**src/hw/pmc_consts.svh**
```systemverilog
// Offsets, source and mode codes, frequency limits and timing counts of the power and clock control block
`ifndef PMC_CONSTS_SVH
`define PMC_CONSTS_SVH
`define PMC_OFS_SPLL 8'h00
`define PMC_OFS_UPLL 8'h04
`define PMC_OFS_PSTAT 8'h08
`define PMC_OFS_MAIN 8'h0C
`define PMC_OFS_CKOUT 8'h10
`define PMC_OFS_PWR 8'h14
`define PMC_OFS_STEN_LO 8'h18
`define PMC_OFS_STEN_HI 8'h1C
`define PMC_OFS_STPD_LO 8'h20
`define PMC_OFS_STPD_HI 8'h24
`define PMC_OFS_BOD 8'h28
`define PMC_OFS_RSTAT 8'h2C
`define PMC_SRC_IRC 2'h0
`define PMC_SRC_SYSOSC 2'h1
`define PMC_SRC_WDOSC 2'h2
`define PMC_SRC_MAIN 2'h3
`define PMC_SRC_PLL 2'h3
`define PMC_MODE_SLEEP 2'h1
`define PMC_MODE_DSLEEP 2'h2
`define PMC_MODE_DPD 2'h3
`define PMC_REF_MIN_MHZ 10
`define PMC_REF_MAX_MHZ 25
`define PMC_CCO_MIN_MHZ 156
`define PMC_CCO_MAX_MHZ 320
`define PMC_CLK_MHZ 100
`define PMC_CLK_NS 10
`define PMC_LOCK_US 100
`define PMC_LOCK_CYC (`PMC_LOCK_US * `PMC_CLK_MHZ)
`define PMC_WAKE_NS 50
`define PMC_WAKE_CYC (`PMC_WAKE_NS / `PMC_CLK_NS)
`define PMC_SW_GAP 3'h4
`define PMC_RST_HOLD 5'h10
`define PMC_START_PINS 40
`endif

```
**src/hw/pmc_pkg.sv**
```systemverilog
// Types of the power and clock control block
`default_nettype none
package pmc_pkg;
   typedef struct packed {
      logic use_pll;
      logic pwr;
      logic [1:0] psel;
      logic [4:0] msel;
   } pmc_pll_cfg_t;
   typedef enum logic [1:0] {PS_RUN, PS_SLEEP, PS_DSLEEP, PS_DPD} pmc_pwr_st_t;
   typedef enum logic [1:0] {SW_IDLE, SW_OFF, SW_ON} pmc_sw_st_t;
endpackage
`default_nettype wire

```
**src/hw/pmc_top.sv**
```systemverilog
// Clock synthesis control, clock selection, power modes, start logic, reset and brown-out
`timescale 1ns/1ps
`default_nettype none
`include "pmc_consts.svh"
module pmc_top
   import pmc_pkg::*;
#(
   parameter int SYS_REF_MHZ = 12,
   parameter int USB_REF_MHZ = 12,
   parameter int unsigned LOCK_CYCLES = `PMC_LOCK_CYC
)(
   input wire logic CLOCK_I, // 100 MHz clock
   input wire logic RST_N_I, // Async reset, active low
   input wire logic [7:0] ADDR_I, // Register byte address
   input wire logic [31:0] WDATA_I, // Write data
   input wire logic WR_I, // Write strobe
   input wire logic RD_I, // Read strobe
   output logic [31:0] RDATA_O, // Read data, cycle after strobe
   input wire logic IRC_CLK_I, // RC oscillator level
   input wire logic SYSOSC_CLK_I, // System oscillator level
   input wire logic WDOSC_CLK_I, // Watchdog oscillator level
   input wire logic MAIN_CLK_I, // Main clock level
   input wire logic [`PMC_START_PINS-1:0] START_PIN_I, // Start logic pins
   input wire logic WAKE_PIN_N_I, // Deep power-down wake pin, active low
   input wire logic RESET_PIN_N_I, // External reset pin, active low
   input wire logic POR_I, // Power-on detect
   input wire logic WDT_RST_I, // Watchdog reset request
   input wire logic IRQ_I, // Any pending peripheral interrupt
   input wire logic [3:0] BOD_BELOW_I, // Supply below level n
   output logic [1:0] PLL_PWR_O, // Loop powered: 0 system, 1 USB
   output logic [1:0] PLL_SEL_O, // Loop output used, else bypass
   output logic [1:0] PLL_LOCK_O, // Loop locked
   output logic [3:0] MAIN_SRC_EN_O, // One-hot main clock gate, all gates off during a switch gap
   output logic CLKOUT_O, // Clock output pin
   output logic CORE_CLK_EN_O, // Core clock running
   output logic ANALOG_PD_O, // Analog blocks shut down
   output logic WDOSC_ON_O, // Watchdog oscillator running
   output logic BOD_ON_O, // Brown-out monitor running
   output logic DPD_O, // Deep power-down
   output logic IRC_EN_O, // RC oscillator enabled
   output logic CHIP_RST_O, // Chip reset
   output logic FLASH_INIT_O, // Flash controller init pulse
   output logic [`PMC_START_PINS-1:0] START_IRQ_O, // Start pin interrupts
   output logic BOD_IRQ_O // Brown-out interrupt
);
   localparam int NS = `PMC_START_PINS + 11;
   localparam int WAKE_FILT = `PMC_WAKE_CYC - 1;
   localparam int REF_MHZ [2] = '{SYS_REF_MHZ, USB_REF_MHZ};

   // -----------------------------------------
   // Input synchronisers
   // -----------------------------------------
   logic [NS-1:0] async_in;
   logic [NS-1:0] s1_q;
   logic [NS-1:0] s2_q;
   assign async_in = {BOD_BELOW_I, POR_I, RESET_PIN_N_I, WAKE_PIN_N_I, START_PIN_I,
                      MAIN_CLK_I, WDOSC_CLK_I, SYSOSC_CLK_I, IRC_CLK_I};
   for (genvar g = 0; g < NS; g++)
   begin : g_sync
      // Active-low pins reset to their idle level, so no false reset or wake follows reset
      localparam logic IDLE = g == `PMC_START_PINS + 4 || g == `PMC_START_PINS + 5;
      always_ff @(posedge CLOCK_I or negedge RST_N_I)
      begin
         if (!RST_N_I)
         begin
            s1_q[g] <= IDLE;
            s2_q[g] <= IDLE;
         end
         else
         begin
            s1_q[g] <= async_in[g];
            s2_q[g] <= s1_q[g];
         end
      end
   end
   wire [3:0] src_s = s2_q[3:0];
   wire [`PMC_START_PINS-1:0] start_s = s2_q[`PMC_START_PINS+3:4];
   wire wake_n_s = s2_q[`PMC_START_PINS+4];
   wire rstpin_n_s = s2_q[`PMC_START_PINS+5];
   wire por_s = s2_q[`PMC_START_PINS+6];
   wire [3:0] bod_s = s2_q[NS-1:NS-4];

   // -----------------------------------------
   // Registers and decode
   // -----------------------------------------
   pmc_pll_cfg_t pll_cfg_q [2];
   logic [1:0] pll_lock_q;
   logic [1:0] main_sel_q;
   logic [1:0] main_act_q;
   logic [3:0] src_en_q;
   logic [1:0] ckout_sel_q;
   logic keep_wd_q;
   logic keep_bod_q;
   logic [`PMC_START_PINS-1:0] start_en_q;
   logic [`PMC_START_PINS-1:0] start_pend_q;
   logic [`PMC_START_PINS-1:0] start_prev_q;
   logic [1:0] bod_irq_lvl_q;
   logic [1:0] bod_rst_lvl_q;
   logic bod_rst_en_q;
   logic bod_irq_q;
   logic [3:0] rst_cause_q;
   logic chip_rst_q;
   logic [4:0] rst_cnt_q;
   pmc_pwr_st_t pwr_st_q;
   logic [31:0] rdata_q;
   logic [31:0] rd_word;
   wire wr_spll = WR_I && ADDR_I == `PMC_OFS_SPLL;
   wire wr_upll = WR_I && ADDR_I == `PMC_OFS_UPLL;
   wire wr_main = WR_I && ADDR_I == `PMC_OFS_MAIN;
   wire wr_ckout = WR_I && ADDR_I == `PMC_OFS_CKOUT;
   wire wr_pwr = WR_I && ADDR_I == `PMC_OFS_PWR;
   wire wr_sten_lo = WR_I && ADDR_I == `PMC_OFS_STEN_LO;
   wire wr_sten_hi = WR_I && ADDR_I == `PMC_OFS_STEN_HI;
   wire wr_stpd_lo = WR_I && ADDR_I == `PMC_OFS_STPD_LO;
   wire wr_stpd_hi = WR_I && ADDR_I == `PMC_OFS_STPD_HI;
   wire wr_bod = WR_I && ADDR_I == `PMC_OFS_BOD;
   wire wr_rstat = WR_I && ADDR_I == `PMC_OFS_RSTAT;

   always_comb
   begin
      rd_word = 32'h0000_0000;
      if (ADDR_I == `PMC_OFS_SPLL) rd_word = {23'h00_0000, pll_cfg_q[0]};
      else if (ADDR_I == `PMC_OFS_UPLL) rd_word = {23'h00_0000, pll_cfg_q[1]};
      else if (ADDR_I == `PMC_OFS_PSTAT) rd_word = {30'h0000_0000, pll_lock_q};
      else if (ADDR_I == `PMC_OFS_MAIN) rd_word = {26'h000_0000, main_act_q, 2'h0, main_sel_q};
      else if (ADDR_I == `PMC_OFS_CKOUT) rd_word = {30'h0000_0000, ckout_sel_q};
      else if (ADDR_I == `PMC_OFS_PWR) rd_word = {26'h000_0000, pwr_st_q, keep_bod_q, keep_wd_q, 2'h0};
      else if (ADDR_I == `PMC_OFS_STEN_LO) rd_word = start_en_q[31:0];
      else if (ADDR_I == `PMC_OFS_STEN_HI) rd_word = {24'h00_0000, start_en_q[39:32]};
      else if (ADDR_I == `PMC_OFS_STPD_LO) rd_word = start_pend_q[31:0];
      else if (ADDR_I == `PMC_OFS_STPD_HI) rd_word = {24'h00_0000, start_pend_q[39:32]};
      else if (ADDR_I == `PMC_OFS_BOD) rd_word = {26'h000_0000, bod_irq_q, bod_rst_en_q, bod_rst_lvl_q, bod_irq_lvl_q};
      else if (ADDR_I == `PMC_OFS_RSTAT) rd_word = {28'h000_0000, rst_cause_q};
   end

   always_ff @(posedge CLOCK_I or negedge RST_N_I)
   begin
      if (!RST_N_I) rdata_q <= 32'h0000_0000;
      else if (RD_I) rdata_q <= rd_word;
      else rdata_q <= 32'h0000_0000;
   end

   // -----------------------------------------
   // Synthesis loops, system and USB
   // -----------------------------------------
   // Reference and oscillator range check; multiplier spans 1..32, ratio 2..16
   function automatic logic cfg_ok(input int ref_mhz, input pmc_pll_cfg_t c);
      int fout;
      int fcco;
      fout = ref_mhz * (int'(c.msel) + 1);
      fcco = fout * (2 << c.psel);
      return ref_mhz >= `PMC_REF_MIN_MHZ && ref_mhz <= `PMC_REF_MAX_MHZ &&
             fcco >= `PMC_CCO_MIN_MHZ && fcco <= `PMC_CCO_MAX_MHZ;
   endfunction

   logic [31:0] lock_cnt_q [2];
   logic [1:0] pll_ok;
   wire [1:0] pll_wr = {wr_upll, wr_spll};
   for (genvar p = 0; p < 2; p++)
   begin : g_pll
      assign pll_ok[p] = cfg_ok(REF_MHZ[p], pll_cfg_q[p]);
      always_ff @(posedge CLOCK_I or negedge RST_N_I)
      begin
         if (!RST_N_I)
         begin
            pll_cfg_q[p] <= '0;
            lock_cnt_q[p] <= 32'h0000_0000;
            pll_lock_q[p] <= 1'b0;
         end
         else if (chip_rst_q)
         begin
            pll_cfg_q[p] <= '0;
            lock_cnt_q[p] <= 32'h0000_0000;
            pll_lock_q[p] <= 1'b0;
         end
         else
         begin
            if (pll_wr[p]) pll_cfg_q[p] <= pmc_pll_cfg_t'(WDATA_I[8:0]);
            // Any rewrite of a loop restarts its settling
            if (pll_wr[p] || !pll_cfg_q[p].pwr || !pll_ok[p])
            begin
               lock_cnt_q[p] <= 32'h0000_0000;
               pll_lock_q[p] <= 1'b0;
            end
            else if (lock_cnt_q[p] == LOCK_CYCLES - 1) pll_lock_q[p] <= 1'b1;
            else lock_cnt_q[p] <= lock_cnt_q[p] + 32'h0000_0001;
         end
      end
      assign PLL_PWR_O[p] = pll_cfg_q[p].pwr;
      assign PLL_SEL_O[p] = pll_cfg_q[p].use_pll;
   end
   assign PLL_LOCK_O = pll_lock_q;

   // -----------------------------------------
   // Main clock switch and clock output
   // -----------------------------------------
   // Old gate closes, a gap lets both sources finish their phase, then new gate opens
   pmc_sw_st_t sw_st_q;
   logic [2:0] sw_cnt_q;
   logic ckout_q;
   always_ff @(posedge CLOCK_I or negedge RST_N_I)
   begin
      if (!RST_N_I)
      begin
         main_sel_q <= `PMC_SRC_IRC;
         main_act_q <= `PMC_SRC_IRC;
         src_en_q <= 4'h1;
         sw_st_q <= SW_IDLE;
         sw_cnt_q <= 3'h0;
         ckout_sel_q <= `PMC_SRC_IRC;
         ckout_q <= 1'b0;
      end
      else if (chip_rst_q)
      begin
         main_sel_q <= `PMC_SRC_IRC;
         main_act_q <= `PMC_SRC_IRC;
         src_en_q <= 4'h1;
         sw_st_q <= SW_IDLE;
         sw_cnt_q <= 3'h0;
         ckout_sel_q <= `PMC_SRC_IRC;
         ckout_q <= 1'b0;
      end
      else
      begin
         if (wr_main) main_sel_q <= WDATA_I[1:0];
         if (wr_ckout) ckout_sel_q <= WDATA_I[1:0];
         ckout_q <= src_s[ckout_sel_q];
         case (sw_st_q)
            SW_IDLE:
               if (main_sel_q != main_act_q)
               begin
                  src_en_q <= 4'h0;
                  sw_cnt_q <= 3'h0;
                  sw_st_q <= SW_OFF;
               end
            SW_OFF:
               if (sw_cnt_q == `PMC_SW_GAP - 3'h1)
               begin
                  main_act_q <= main_sel_q;
                  sw_st_q <= SW_ON;
               end
               else sw_cnt_q <= sw_cnt_q + 3'h1;
            default:
            begin
               src_en_q <= 4'h1 << main_act_q;
               sw_st_q <= SW_IDLE;
            end
         endcase
      end
   end
   assign MAIN_SRC_EN_O = src_en_q;
   assign CLKOUT_O = ckout_q;

   // -----------------------------------------
   // Power modes, start logic, brown-out
   // -----------------------------------------
   logic core_en_q;
   logic analog_pd_q;
   logic wd_on_q;
   logic bod_on_q;
   logic dpd_q;
   logic [2:0] wake_cnt_q;
   logic [`PMC_START_PINS-1:0] start_rise;
   pmc_pwr_st_t pwr_st_d;
   wire [`PMC_START_PINS-1:0] wdata40 = {WDATA_I[7:0], WDATA_I};
   assign start_rise = start_s & ~start_prev_q & start_en_q;
   wire start_ev = |start_rise;
   wire dpd_wake = pwr_st_q == PS_DPD && !wake_n_s && wake_cnt_q == 3'(WAKE_FILT - 1);
   // A mode write carries its own keep bits, so they apply together with the new mode
   wire keep_wd_d = wr_pwr ? WDATA_I[2] : keep_wd_q;
   wire keep_bod_d = wr_pwr ? WDATA_I[3] : keep_bod_q;

   always_comb
   begin
      pwr_st_d = pwr_st_q;
      case (pwr_st_q)
         PS_RUN:
            if (wr_pwr && WDATA_I[1:0] == `PMC_MODE_SLEEP) pwr_st_d = PS_SLEEP;
            else if (wr_pwr && WDATA_I[1:0] == `PMC_MODE_DSLEEP) pwr_st_d = PS_DSLEEP;
            else if (wr_pwr && WDATA_I[1:0] == `PMC_MODE_DPD) pwr_st_d = PS_DPD;
         PS_SLEEP:
            if (IRQ_I || start_ev || bod_irq_q) pwr_st_d = PS_RUN;
         PS_DSLEEP:
            if (start_ev || (keep_bod_q && bod_irq_q)) pwr_st_d = PS_RUN;
         default:
            pwr_st_d = PS_DPD; // Left only by a chip reset, such as the one that the wake pin raises
      endcase
   end

   always_ff @(posedge CLOCK_I or negedge RST_N_I)
   begin
      if (!RST_N_I)
      begin
         pwr_st_q <= PS_RUN;
         {core_en_q, analog_pd_q, wd_on_q, bod_on_q, dpd_q} <= 5'h16;
         {keep_wd_q, keep_bod_q} <= 2'h0;
         wake_cnt_q <= 3'h0;
         start_en_q <= '0;
         start_pend_q <= '0;
         start_prev_q <= '0;
         {bod_irq_lvl_q, bod_rst_lvl_q, bod_rst_en_q, bod_irq_q} <= 6'h00;
      end
      else if (chip_rst_q)
      begin
         pwr_st_q <= PS_RUN;
         {core_en_q, analog_pd_q, wd_on_q, bod_on_q, dpd_q} <= 5'h16;
         {keep_wd_q, keep_bod_q} <= 2'h0;
         wake_cnt_q <= 3'h0;
         start_en_q <= '0;
         start_pend_q <= '0;
         start_prev_q <= start_s;
         {bod_irq_lvl_q, bod_rst_lvl_q, bod_rst_en_q, bod_irq_q} <= 6'h00;
      end
      else
      begin
         pwr_st_q <= pwr_st_d;
         core_en_q <= pwr_st_d == PS_RUN;
         analog_pd_q <= pwr_st_d == PS_DSLEEP || pwr_st_d == PS_DPD;
         wd_on_q <= pwr_st_d == PS_RUN || pwr_st_d == PS_SLEEP || (pwr_st_d == PS_DSLEEP && keep_wd_d);
         bod_on_q <= pwr_st_d == PS_RUN || pwr_st_d == PS_SLEEP || (pwr_st_d == PS_DSLEEP && keep_bod_d);
         dpd_q <= pwr_st_d == PS_DPD;
         if (wr_pwr) {keep_bod_q, keep_wd_q} <= WDATA_I[3:2];
         wake_cnt_q <= (pwr_st_q == PS_DPD && !wake_n_s) ? wake_cnt_q + 3'h1 : 3'h0;
         start_prev_q <= start_s;
         if (wr_sten_lo) start_en_q[31:0] <= WDATA_I;
         if (wr_sten_hi) start_en_q[39:32] <= WDATA_I[7:0];
         // New edges win over a clear written in the same cycle
         start_pend_q <= (start_pend_q & ~(wr_stpd_lo ? {8'h00, WDATA_I} : '0)
                                       & ~(wr_stpd_hi ? {wdata40[7:0], 32'h0000_0000} : '0))
                         | start_rise;
         if (wr_bod) {bod_rst_en_q, bod_rst_lvl_q, bod_irq_lvl_q} <= WDATA_I[4:0];
         bod_irq_q <= bod_on_q && bod_s[bod_irq_lvl_q];
      end
   end
   assign CORE_CLK_EN_O = core_en_q;
   assign ANALOG_PD_O = analog_pd_q;
   assign WDOSC_ON_O = wd_on_q;
   assign BOD_ON_O = bod_on_q;
   assign DPD_O = dpd_q;
   assign START_IRQ_O = start_pend_q;
   assign BOD_IRQ_O = bod_irq_q;

   // -----------------------------------------
   // Chip reset sources
   // -----------------------------------------
   logic irc_en_q;
   logic flash_init_q;
   wire bod_rst = bod_rst_en_q && bod_on_q && bod_s[bod_rst_lvl_q];
   wire [3:0] rst_src = {bod_rst, WDT_RST_I, !rstpin_n_s, por_s};
   wire any_rst = |rst_src || dpd_wake;
   always_ff @(posedge CLOCK_I or negedge RST_N_I)
   begin
      if (!RST_N_I)
      begin
         rst_cnt_q <= `PMC_RST_HOLD;
         chip_rst_q <= 1'b1;
         irc_en_q <= 1'b1;
         flash_init_q <= 1'b0;
         rst_cause_q <= 4'h1;
      end
      else
      begin
         if (any_rst) rst_cnt_q <= `PMC_RST_HOLD;
         else if (rst_cnt_q != 5'h00) rst_cnt_q <= rst_cnt_q - 5'h01;
         chip_rst_q <= any_rst || rst_cnt_q > 5'h01;
         irc_en_q <= any_rst || chip_rst_q || !analog_pd_q || core_en_q;
         flash_init_q <= any_rst && !chip_rst_q;
         // Cause bits are sticky; a new cause wins over a clear
         rst_cause_q <= (rst_cause_q & ~(wr_rstat ? WDATA_I[3:0] : 4'h0)) | rst_src;
      end
   end
   assign CHIP_RST_O = chip_rst_q;
   assign IRC_EN_O = irc_en_q;
   assign FLASH_INIT_O = flash_init_q;
   assign RDATA_O = rdata_q;

   // -----------------------------------------
   // Assertions
   // -----------------------------------------
   pll_lock_valid_a: assert property (@(posedge CLOCK_I) disable iff (!RST_N_I)
      pll_lock_q[0] |-> pll_cfg_q[0].pwr && pll_ok[0] && lock_cnt_q[0] == LOCK_CYCLES - 1)
      else $error("loop locked without valid powered settling");
   pll_off_reset_a: assert property (@(posedge CLOCK_I) disable iff (!RST_N_I)
      $fell(chip_rst_q) |-> PLL_PWR_O == 2'h0 && PLL_SEL_O == 2'h0 && pll_lock_q == 2'h0)
      else $error("loop not off and bypassed after reset");
   switch_gap_a: assert property (@(posedge CLOCK_I) disable iff (!RST_N_I)
      $changed(src_en_q) && src_en_q != 4'h0 && !$past(chip_rst_q) |-> $past(src_en_q, 1) == 4'h0
         && $past(src_en_q, 5) == 4'h0)
      else $error("main clock gate changed without a gap");
   irc_reset_a: assert property (@(posedge CLOCK_I) disable iff (!RST_N_I)
      $fell(chip_rst_q) |-> main_act_q == `PMC_SRC_IRC && src_en_q == 4'h1 && irc_en_q)
      else $error("not on RC oscillator after reset");
   sleep_wake_a: assert property (@(posedge CLOCK_I) disable iff (!RST_N_I)
      pwr_st_q == PS_SLEEP && IRQ_I && !any_rst |=> core_en_q && pwr_st_q == PS_RUN)
      else $error("sleep did not resume on interrupt");
   deep_analog_a: assert property (@(posedge CLOCK_I) disable iff (!RST_N_I)
      pwr_st_q == PS_DSLEEP |-> analog_pd_q && !core_en_q && wd_on_q == keep_wd_q)
      else $error("deep-sleep power state wrong");
   dpd_wake_a: assert property (@(posedge CLOCK_I) disable iff (!RST_N_I)
      (pwr_st_q == PS_DPD && !wake_n_s) [*4] |-> ##[0:1] chip_rst_q)
      else $error("wake pin pulse did not wake");
   start_pend_a: assert property (@(posedge CLOCK_I) disable iff (!RST_N_I)
      start_rise[0] && !chip_rst_q |=> START_IRQ_O[0])
      else $error("start pin edge lost");
   bod_irq_a: assert property (@(posedge CLOCK_I) disable iff (!RST_N_I)
      bod_on_q && bod_s[bod_irq_lvl_q] && !chip_rst_q && !wr_bod |=> BOD_IRQ_O)
      else $error("brown-out interrupt missing");
   wdt_reset_a: assert property (@(posedge CLOCK_I) disable iff (!RST_N_I)
      WDT_RST_I |=> chip_rst_q && irc_en_q && rst_cause_q[2])
      else $error("watchdog reset not applied");
endmodule // pmc_top
`default_nettype wire

```
**config.mk**
```make
export PLATFORM = sky130hd
export DESIGN_NAME = pmc_top
export DESIGN_NICKNAME = d
export VERILOG_FILES = /design/src/hw/pmc_pkg.sv /design/src/hw/pmc_top.sv
export VERILOG_INCLUDE_DIRS = /design/src /design/src/hw
export SDC_FILE = /design/constraint.sdc
export NUM_CORES = 1
export LEC_CHECK = 0
export BUFFER_PORTS_ARGS = -buffer_cell sky130_fd_sc_hd__buf_2
export CAP_MARGIN = 20
export CORE_ASPECT_RATIO = 1.5
export CORE_UTILIZATION = 40
export DETAILED_ROUTE_END_ITERATION = 6
export GPL_TIMING_DRIVEN = 0
export SLEW_MARGIN = 20
export SYNTH_ARGS = -nofsm -noshare
export SYNTH_HDL_FRONTEND = slang
export SYNTH_SLANG_ARGS = --single-unit
```
**constraint.sdc**
```tcl
create_clock -name CLOCK_I -period 9.4 [get_ports CLOCK_I]
set_input_delay 1.88 -clock CLOCK_I [delete_from_list [all_inputs] [get_ports CLOCK_I]]
set_output_delay 1.88 -clock CLOCK_I [all_outputs]
set_load 0.03 [all_outputs]
```
After elaboration in Yosys (flattened, before gate mapping) --
Index checks and enable logic that the tools add are counted. Widths: inputs -> output; s select.
Word-level totals: output and inout port bits 92, bits of input ports 97, bits in registers 384, word-level logic and storage cells 370
Operators by class: reduce and logical (&&, ||, !) cells 73, shifts and indexed selects 3, multiply operators 4, mux-type cells 88, eq/ne operators 32, add/sub/neg operators 7, bitwise gates (word level) 11, magnitude comparators 8
Operators by type and width (count):
- $mux 32 | 18
- $and 40x40->40 | 4
- $mux 40 | 3
- $not 40->40 | 2
- $add 32x1->32 const B | 2
- $eq 32x14->1 const B | 2
- $ge 32x9->1 const B | 2
- $le 32x10->1 const B | 2
- $mul 9x32->30 | 2
- $shl 2x2->32 const A | 2
- $mux 2 | 20
- $not 32->40 | 1
- $or 40x40->40 | 1
- $reduce_or 40->1 | 1
- $mux 9 | 4
- $eq 8x5->1 const B | 4
- $eq 8x6->1 const B | 4
- $logic_and 1x1->1 | 25
- $mux 1 | 22
- $reduce_bool 2->1 | 10
- $eq 8x4->1 const B | 2
- $logic_or 1x1->1 | 16
- $mul 2x6->8 const A | 2
- $mux 4 | 4
- 33 further kinds | 71

Longest topological paths before layout --
word-level depth 14, depth in mapped cells 25

Worst setup path before layout --
No wires, ideal clock.
kind reg-to-reg, start register pll_cfg_q[10] (netlist name), end register lock_cnt_q[33] (netlist name), clock period less this slack 5234 ps, slack 4166 ps, path buffers 2, cell stages (with the launch flop) 23, arrival 5161 ps, path through dfrtp_1 -> ha_1 -> buf_2 -> nand3_1 -> xnor2_1 -> ha_1 -> inv_1 -> o22ai_1 -> o31ai_1 -> nand3_1 -> nor3b_2 -> ha_1 -> inv_1 -> fa_1 -> inv_1 -> fa_1 -> ha_1 -> ha_1 -> nor4b_1 -> and4_1 -> nand4_1 -> buf_2 -> nor2_1
On the way: word-level cells in the longest chain between the ends 9
RTL lines:
- start, declared | RTL line pmc_top.sv:86 | pmc_pll_cfg_t pll_cfg_q [2];
- start signal, assigned by index | RTL line pmc_top.sv:178 | if (pll_wr[p]) pll_cfg_q[p] <= pmc_pll_cfg_t'(WDATA_I[8:0]);
- $add 5x1->6 (*) | RTL line pmc_top.sv:150 | fout = ref_mhz * (int'(c.msel) + 1);
- $mul 2x6->8 (*) | RTL line pmc_top.sv:150
- $mul 9x32->30 (*) | RTL line pmc_top.sv:151 | fcco = fout * (2 << c.psel);
- $ge 32x9->1 (no line) or $le 32x10->1 (tied branches)
- $logic_and 1x1->1 (no line) (*)
- $logic_not 1->1 (*) | RTL line pmc_top.sv:180 | if (pll_wr[p] || !pll_cfg_q[p].pwr || !pll_ok[p])
- $logic_or 1x1->1 (*) | RTL line pmc_top.sv:180
- $mux 32 | RTL line pmc_top.sv:180
- $mux 32 | RTL line pmc_top.sv:170 | else if (chip_rst_q)
- end signal, assigned by index | RTL line pmc_top.sv:186 | else lock_cnt_q[p] <= lock_cnt_q[p] + 32'h0000_0001;
- end, declared | RTL line pmc_top.sv:156 | logic [31:0] lock_cnt_q [2];
Every way passes the cells marked *; elsewhere a longest branch is shown, timed or not. A chain may end at the register's enable or synchronous reset.

Worst setup path after layout --
start register pll_cfg_q[10] (netlist name), end register lock_cnt_q[48] (netlist name)
The elaborated chain is that of the path after synthesis.

==> out/qor.tcl <==
set qor(crit_start_category) {flop}
set qor(cts.clk_slew.worst_paths_ns) 0.06
set qor(ctsLongestPathBuffers) 3
set qor(routedWlPerCell_um) 18.7
set qor(numPortBuffers) 184
set qor(cts-buffers-inserted) 37
set qor(drt_iter0_drc) 975
set qor(pwr-share-seq) 0.509
set qor(ff2ff_setup_slack_ns) 3.21
set qor(p_comb_frac) 0.034
set qor(ctsHtreeMaxLevel) 2
set qor(root_buffer) {sky130_fd_sc_hd__clkbuf_16}
set qor(netlist-cell-type-count) 90
set qor(post_syn_area_per_cell_sq_um) 10.2
set qor(final.setup.tns_ns) 0
set qor(count_of_max_cap_constraint_violations) 0
set qor(power.switching_mw) 0.751
set qor(worstHoldPathCells) 0
set qor(routed_wirelength_mm) 50.0
set qor(final-hold-violation-count) 0
set qor(synthesis.yosys.warnings) 0
set qor(synth_top_flop_cell) {sky130_fd_sc_hd__dfrtp_1}
set qor(rsz0062_at_grt) {false}
set qor(layout_min_cycle_time_ns) 6.19
set qor(power.switching_fraction) 0.225
set qor(cp_data_required_time_ns) 9.89
set qor(max_clock_skew_ns) 0.0329
set qor(count_of_flip_flops_with_a_built_in_enable_after_synthesis) 0
set qor(first_global_vias) 14800
set qor(grt_max_degree) 102
set qor(grt_pass1_wl_mm) 80.5
set qor(postRouteAntennaNets) 0
set qor(die_wd_um) 178
set qor(post_route_cells_drive_above_1_share) 0.162
set qor(post_detailed_route_drc_marker_count) 0
set qor(holdCritPathClass) {reg2reg}
set qor(cts.repair.resized) 0
set qor(synth_async_sr_flop_share) 1.00
set qor(critical_path_peak_fanout) 10
set qor(run_status) {finished clean}
set qor(die_height_um) 267
set qor(postSynthNetCount) 2039
set qor(dr.pass1.iters) 6
set qor(worstPathArrival_ns) 6.68
set qor(postCtsSetupBuffers) 0
set qor(number_of_antenna_violations_at_the_first_check_in_global_routing) 8
set qor(gp_routability_congestion) 0.916
set qor(initial_utilization) 0.407
set qor(totalPowerFinal_mw) 3.34
set qor(power.density_nw_per_um2) 154
set qor(peakVddDrop_mv) 0.160
set qor(design_area_sq_um) 21700
set qor(mappedNetlistArea_sq_um) 18700
set qor(cts.sink_count) 384
set qor(normalized_max_slew_margin) 0.271
set qor(power.internal_mw) 2.59
set qor(static-leakage-power_nw) 9.97
set qor(row_count) 96
set qor(synthToLayoutAreaGrowth_pct) 16.2
set qor(core_area_sq_um) 45900
set qor(timing_worst_slew_pin_value_ns) 1.09
set qor(critPathCaptureType) {flop}
set qor(finalMaxSlewViolations) 0
set qor(yosys_register_bits) 384
set qor(design.portCount) 189
set qor(avgViaCountPerCell) 5.34
set qor(place.detailed.hpwl_mm) 37.5
set qor(synth_sequential_area_ratio) 0.515
set qor(synthesis.instances) 1826
set qor(routed-via-count) 14254
set qor(number_of_cells_on_the_worst_reg_to_reg_path) 22
set qor(tritoncts) {yes}
set qor(finish_stage_setup_viols) 0
set qor(grt_overflow) 0
set qor(clock.fmax_ghz) 0.162
set qor(skew_pair_late_insertion_delay_ns) 0.56
set qor(cts_hold_buf) 0
set qor(min_period_over_period) 0.658
set qor(timing_worst_setup_path_type) {reg2reg}
set qor(finalNetCount) 2266
set qor(power.share.clock) 0.457
set qor(dpl-instance-area_sq_um) 20500
set qor(grt_util_all_layers) 0.218
set qor(dieArea_sq_um) 47600
## layer usage
| metal | up-vias | GRT usage | routed length [um] |
|---|---|---|---|
| met3 | 102 | 0.0432 | 3210 |
| met5 | - | 0 | 52 |
| met2 | 444 | 0.383 | 25700 |
| li1 | 6681 | - | - |
| met4 | 10 | 0.0811 | 1720 |
| met1 | 7017 | 0.261 | 19300 |
## kinds of logic after synthesis
| group | count (synthesis) | share of synthesized area |
|---|---|---|
| and+or+nand+nor | 767 | 0.199 |
| DFF | 384 | 0.515 |
| AOI/OAI and AO/OA | 257 | 0.0907 |
| buffers and inverters | 165 | 0.0377 |
| adders and majority gates | 117 | 0.0887 |
| xor gates and xnor gates | 94 | 0.0445 |
| muxes | 42 | 0.0241 |
## sequential cells by signal, indices dropped and copies added, names as in the netlist, 4 cells and up
name           cells
MAIN_SRC_EN_O      4
RDATA_O           32
START_IRQ_O       40
bod_s              4
lock_cnt_q        64
pll_cfg_q         14
rst_cause_q        4
rst_cnt_q          5
s1_q              51
s2_q              44
start_en_q        40
start_prev_q      40
## final timing paths
check,start,to
min,s1_q[44],wake_n_s
max,pll_cfg_q[10],lock_cnt_q[48]
min reg2reg,s1_q[44],wake_n_s
max in group asynchronous,RST_N_I,WDOSC_ON_O
min in group asynchronous,RST_N_I,RDATA_O[12]
max reg2reg,pll_cfg_q[10],lock_cnt_q[48]
## placed cells by master, fill, tap and decap left out, types with 8 or more instances in the layout
| master | Yosys | routed |
|---|---|---|
| sky130_fd_sc_hd__nor2b_1 | 16 | 16 |
| sky130_fd_sc_hd__ha_1 | 90 | 90 |
| sky130_fd_sc_hd__o22ai_1 | 10 | 10 |
| sky130_fd_sc_hd__a21oi_1 | 106 | 106 |
| sky130_fd_sc_hd__nand2b_1 | 11 | 11 |
| sky130_fd_sc_hd__a21o_1 | 8 | 8 |
| sky130_fd_sc_hd__and2_1 | 13 | 13 |
| sky130_fd_sc_hd__fa_1 | 26 | 26 |
| sky130_fd_sc_hd__buf_2 | 29 | 212 |
| sky130_fd_sc_hd__nor2_1 | 203 | 203 |
| sky130_fd_sc_hd__a22oi_1 | 26 | 26 |
| sky130_fd_sc_hd__nand4_1 | 37 | 37 |
| sky130_fd_sc_hd__and3_1 | 15 | 15 |
| sky130_fd_sc_hd__xor2_1 | 51 | 51 |
| sky130_fd_sc_hd__inv_1 | 80 | 80 |
| sky130_fd_sc_hd__nand3_1 | 52 | 52 |
| sky130_fd_sc_hd__nor3_1 | 24 | 24 |
| sky130_fd_sc_hd__clkbuf_16 | 0 | 38 |
| sky130_fd_sc_hd__a31oi_1 | 11 | 11 |
| sky130_fd_sc_hd__clkbuf_1 | 41 | 48 |
| sky130_fd_sc_hd__nand3b_1 | 43 | 43 |
| sky130_fd_sc_hd__o21ai_0 | 22 | 22 |
| sky130_fd_sc_hd__and4_1 | 8 | 8 |
| sky130_fd_sc_hd__dfstp_2 | 12 | 12 |
| sky130_fd_sc_hd__nand2_1 | 283 | 283 |
| sky130_fd_sc_hd__mux2i_1 | 36 | 36 |
| sky130_fd_sc_hd__xnor2_1 | 42 | 42 |
| sky130_fd_sc_hd__nor4_1 | 19 | 19 |
| sky130_fd_sc_hd__dfrtp_1 | 372 | 372 |
## synthesized netlist by cell type, types with 12 or more instances
library cell                 n  share of area
sky130_fd_sc_hd__and2_1     13         0.0044
sky130_fd_sc_hd__clkbuf_1   41         0.0082
sky130_fd_sc_hd__nor3_1     24         0.0064
sky130_fd_sc_hd__inv_1      80          0.016
sky130_fd_sc_hd__xor2_1     51          0.024
sky130_fd_sc_hd__nor2_1    203          0.041
sky130_fd_sc_hd__buf_2      29         0.0078
sky130_fd_sc_hd__nand4_1    37          0.012
sky130_fd_sc_hd__a21oi_1   106          0.028
sky130_fd_sc_hd__a22oi_1    26          0.010
sky130_fd_sc_hd__nor4_1     19         0.0064
sky130_fd_sc_hd__nand2_1   283          0.057
sky130_fd_sc_hd__mux2i_1    36          0.019
sky130_fd_sc_hd__dfstp_2    12          0.017
sky130_fd_sc_hd__fa_1       26          0.028
sky130_fd_sc_hd__ha_1       90          0.060
sky130_fd_sc_hd__nand3b_1   43          0.017
sky130_fd_sc_hd__nand3_1    52          0.014
sky130_fd_sc_hd__o21ai_0    22         0.0059
sky130_fd_sc_hd__dfrtp_1   372           0.50
sky130_fd_sc_hd__xnor2_1    42          0.020
sky130_fd_sc_hd__and3_1     15         0.0050
sky130_fd_sc_hd__nor2b_1    16         0.0054
## cell type report
| class | instances | area (sq um) |
|---|---|---|
| clock buffers | 49 | 1030 |
| plain buffers | 85 | 404 |
| inverters | 80 | 300 |
| clock inverters | 14 | 206 |
| diodes | 4 | 10.0 |
| multi-input cells | 1277 | 8350 |
| fillers | 4371 | 24200 |
| repair buffers | 188 | 1040 |
| flip-flops and latches | 384 | 9620 |
| well taps | 588 | 736 |
## power by group through the flow
| stage | Clock [mW] | Combinational [mW] | Sequential, mW |
|---|---|---|---|
| 2_1_floorplan | 0 | 0.0336 | 1.72 |
| 5_1_grt | 1.62 | 0.126 | 1.70 |
| 3_5_place_dp | 0 | 0.116 | 1.73 |
| 3_3_place_gp | 0 | 0.109 | 1.73 |
| 6_report | 1.53 | 0.114 | 1.70 |
| 4_1_cts | 1.56 | 0.116 | 1.70 |
## worst max-delay path, stage by stage (launching register included)
cell and delay (ns):
sky130_fd_sc_hd__dfrtp_1 0.51, sky130_fd_sc_hd__ha_1 0.20, sky130_fd_sc_hd__buf_2 0.19, sky130_fd_sc_hd__nand3_1 0.11
sky130_fd_sc_hd__xnor2_1 0.40, sky130_fd_sc_hd__ha_1 0.38, sky130_fd_sc_hd__inv_1 0.17, sky130_fd_sc_hd__o22ai_1 0.11
sky130_fd_sc_hd__o31ai_1 0.53, sky130_fd_sc_hd__nand3_1 0.19, sky130_fd_sc_hd__nor3b_2 0.19, sky130_fd_sc_hd__ha_1 0.28
sky130_fd_sc_hd__inv_1 0.05, sky130_fd_sc_hd__fa_1 0.53, sky130_fd_sc_hd__inv_1 0.06, sky130_fd_sc_hd__fa_1 0.48
sky130_fd_sc_hd__ha_1 0.31, sky130_fd_sc_hd__ha_1 0.29, sky130_fd_sc_hd__nor4b_1 0.23, sky130_fd_sc_hd__and4_1 0.22
sky130_fd_sc_hd__nand4_1 0.25, sky130_fd_sc_hd__buf_2 0.30, sky130_fd_sc_hd__nor2_1 0.14
## stage by stage
stage               instances  hold slack, ns   util  setup slack (ns)
global placement         2598           0.331  0.443             -1.00
CTS                      2665           0.347  0.473              3.12
global route             2667           0.350  0.473              2.68
finish                   2669           0.343  0.473              3.21
detailed placement       2602           0.335  0.446              3.16
floorplan                1826           0.331      -              4.17
No activity file was read; power rests on OpenSTA's default activity.
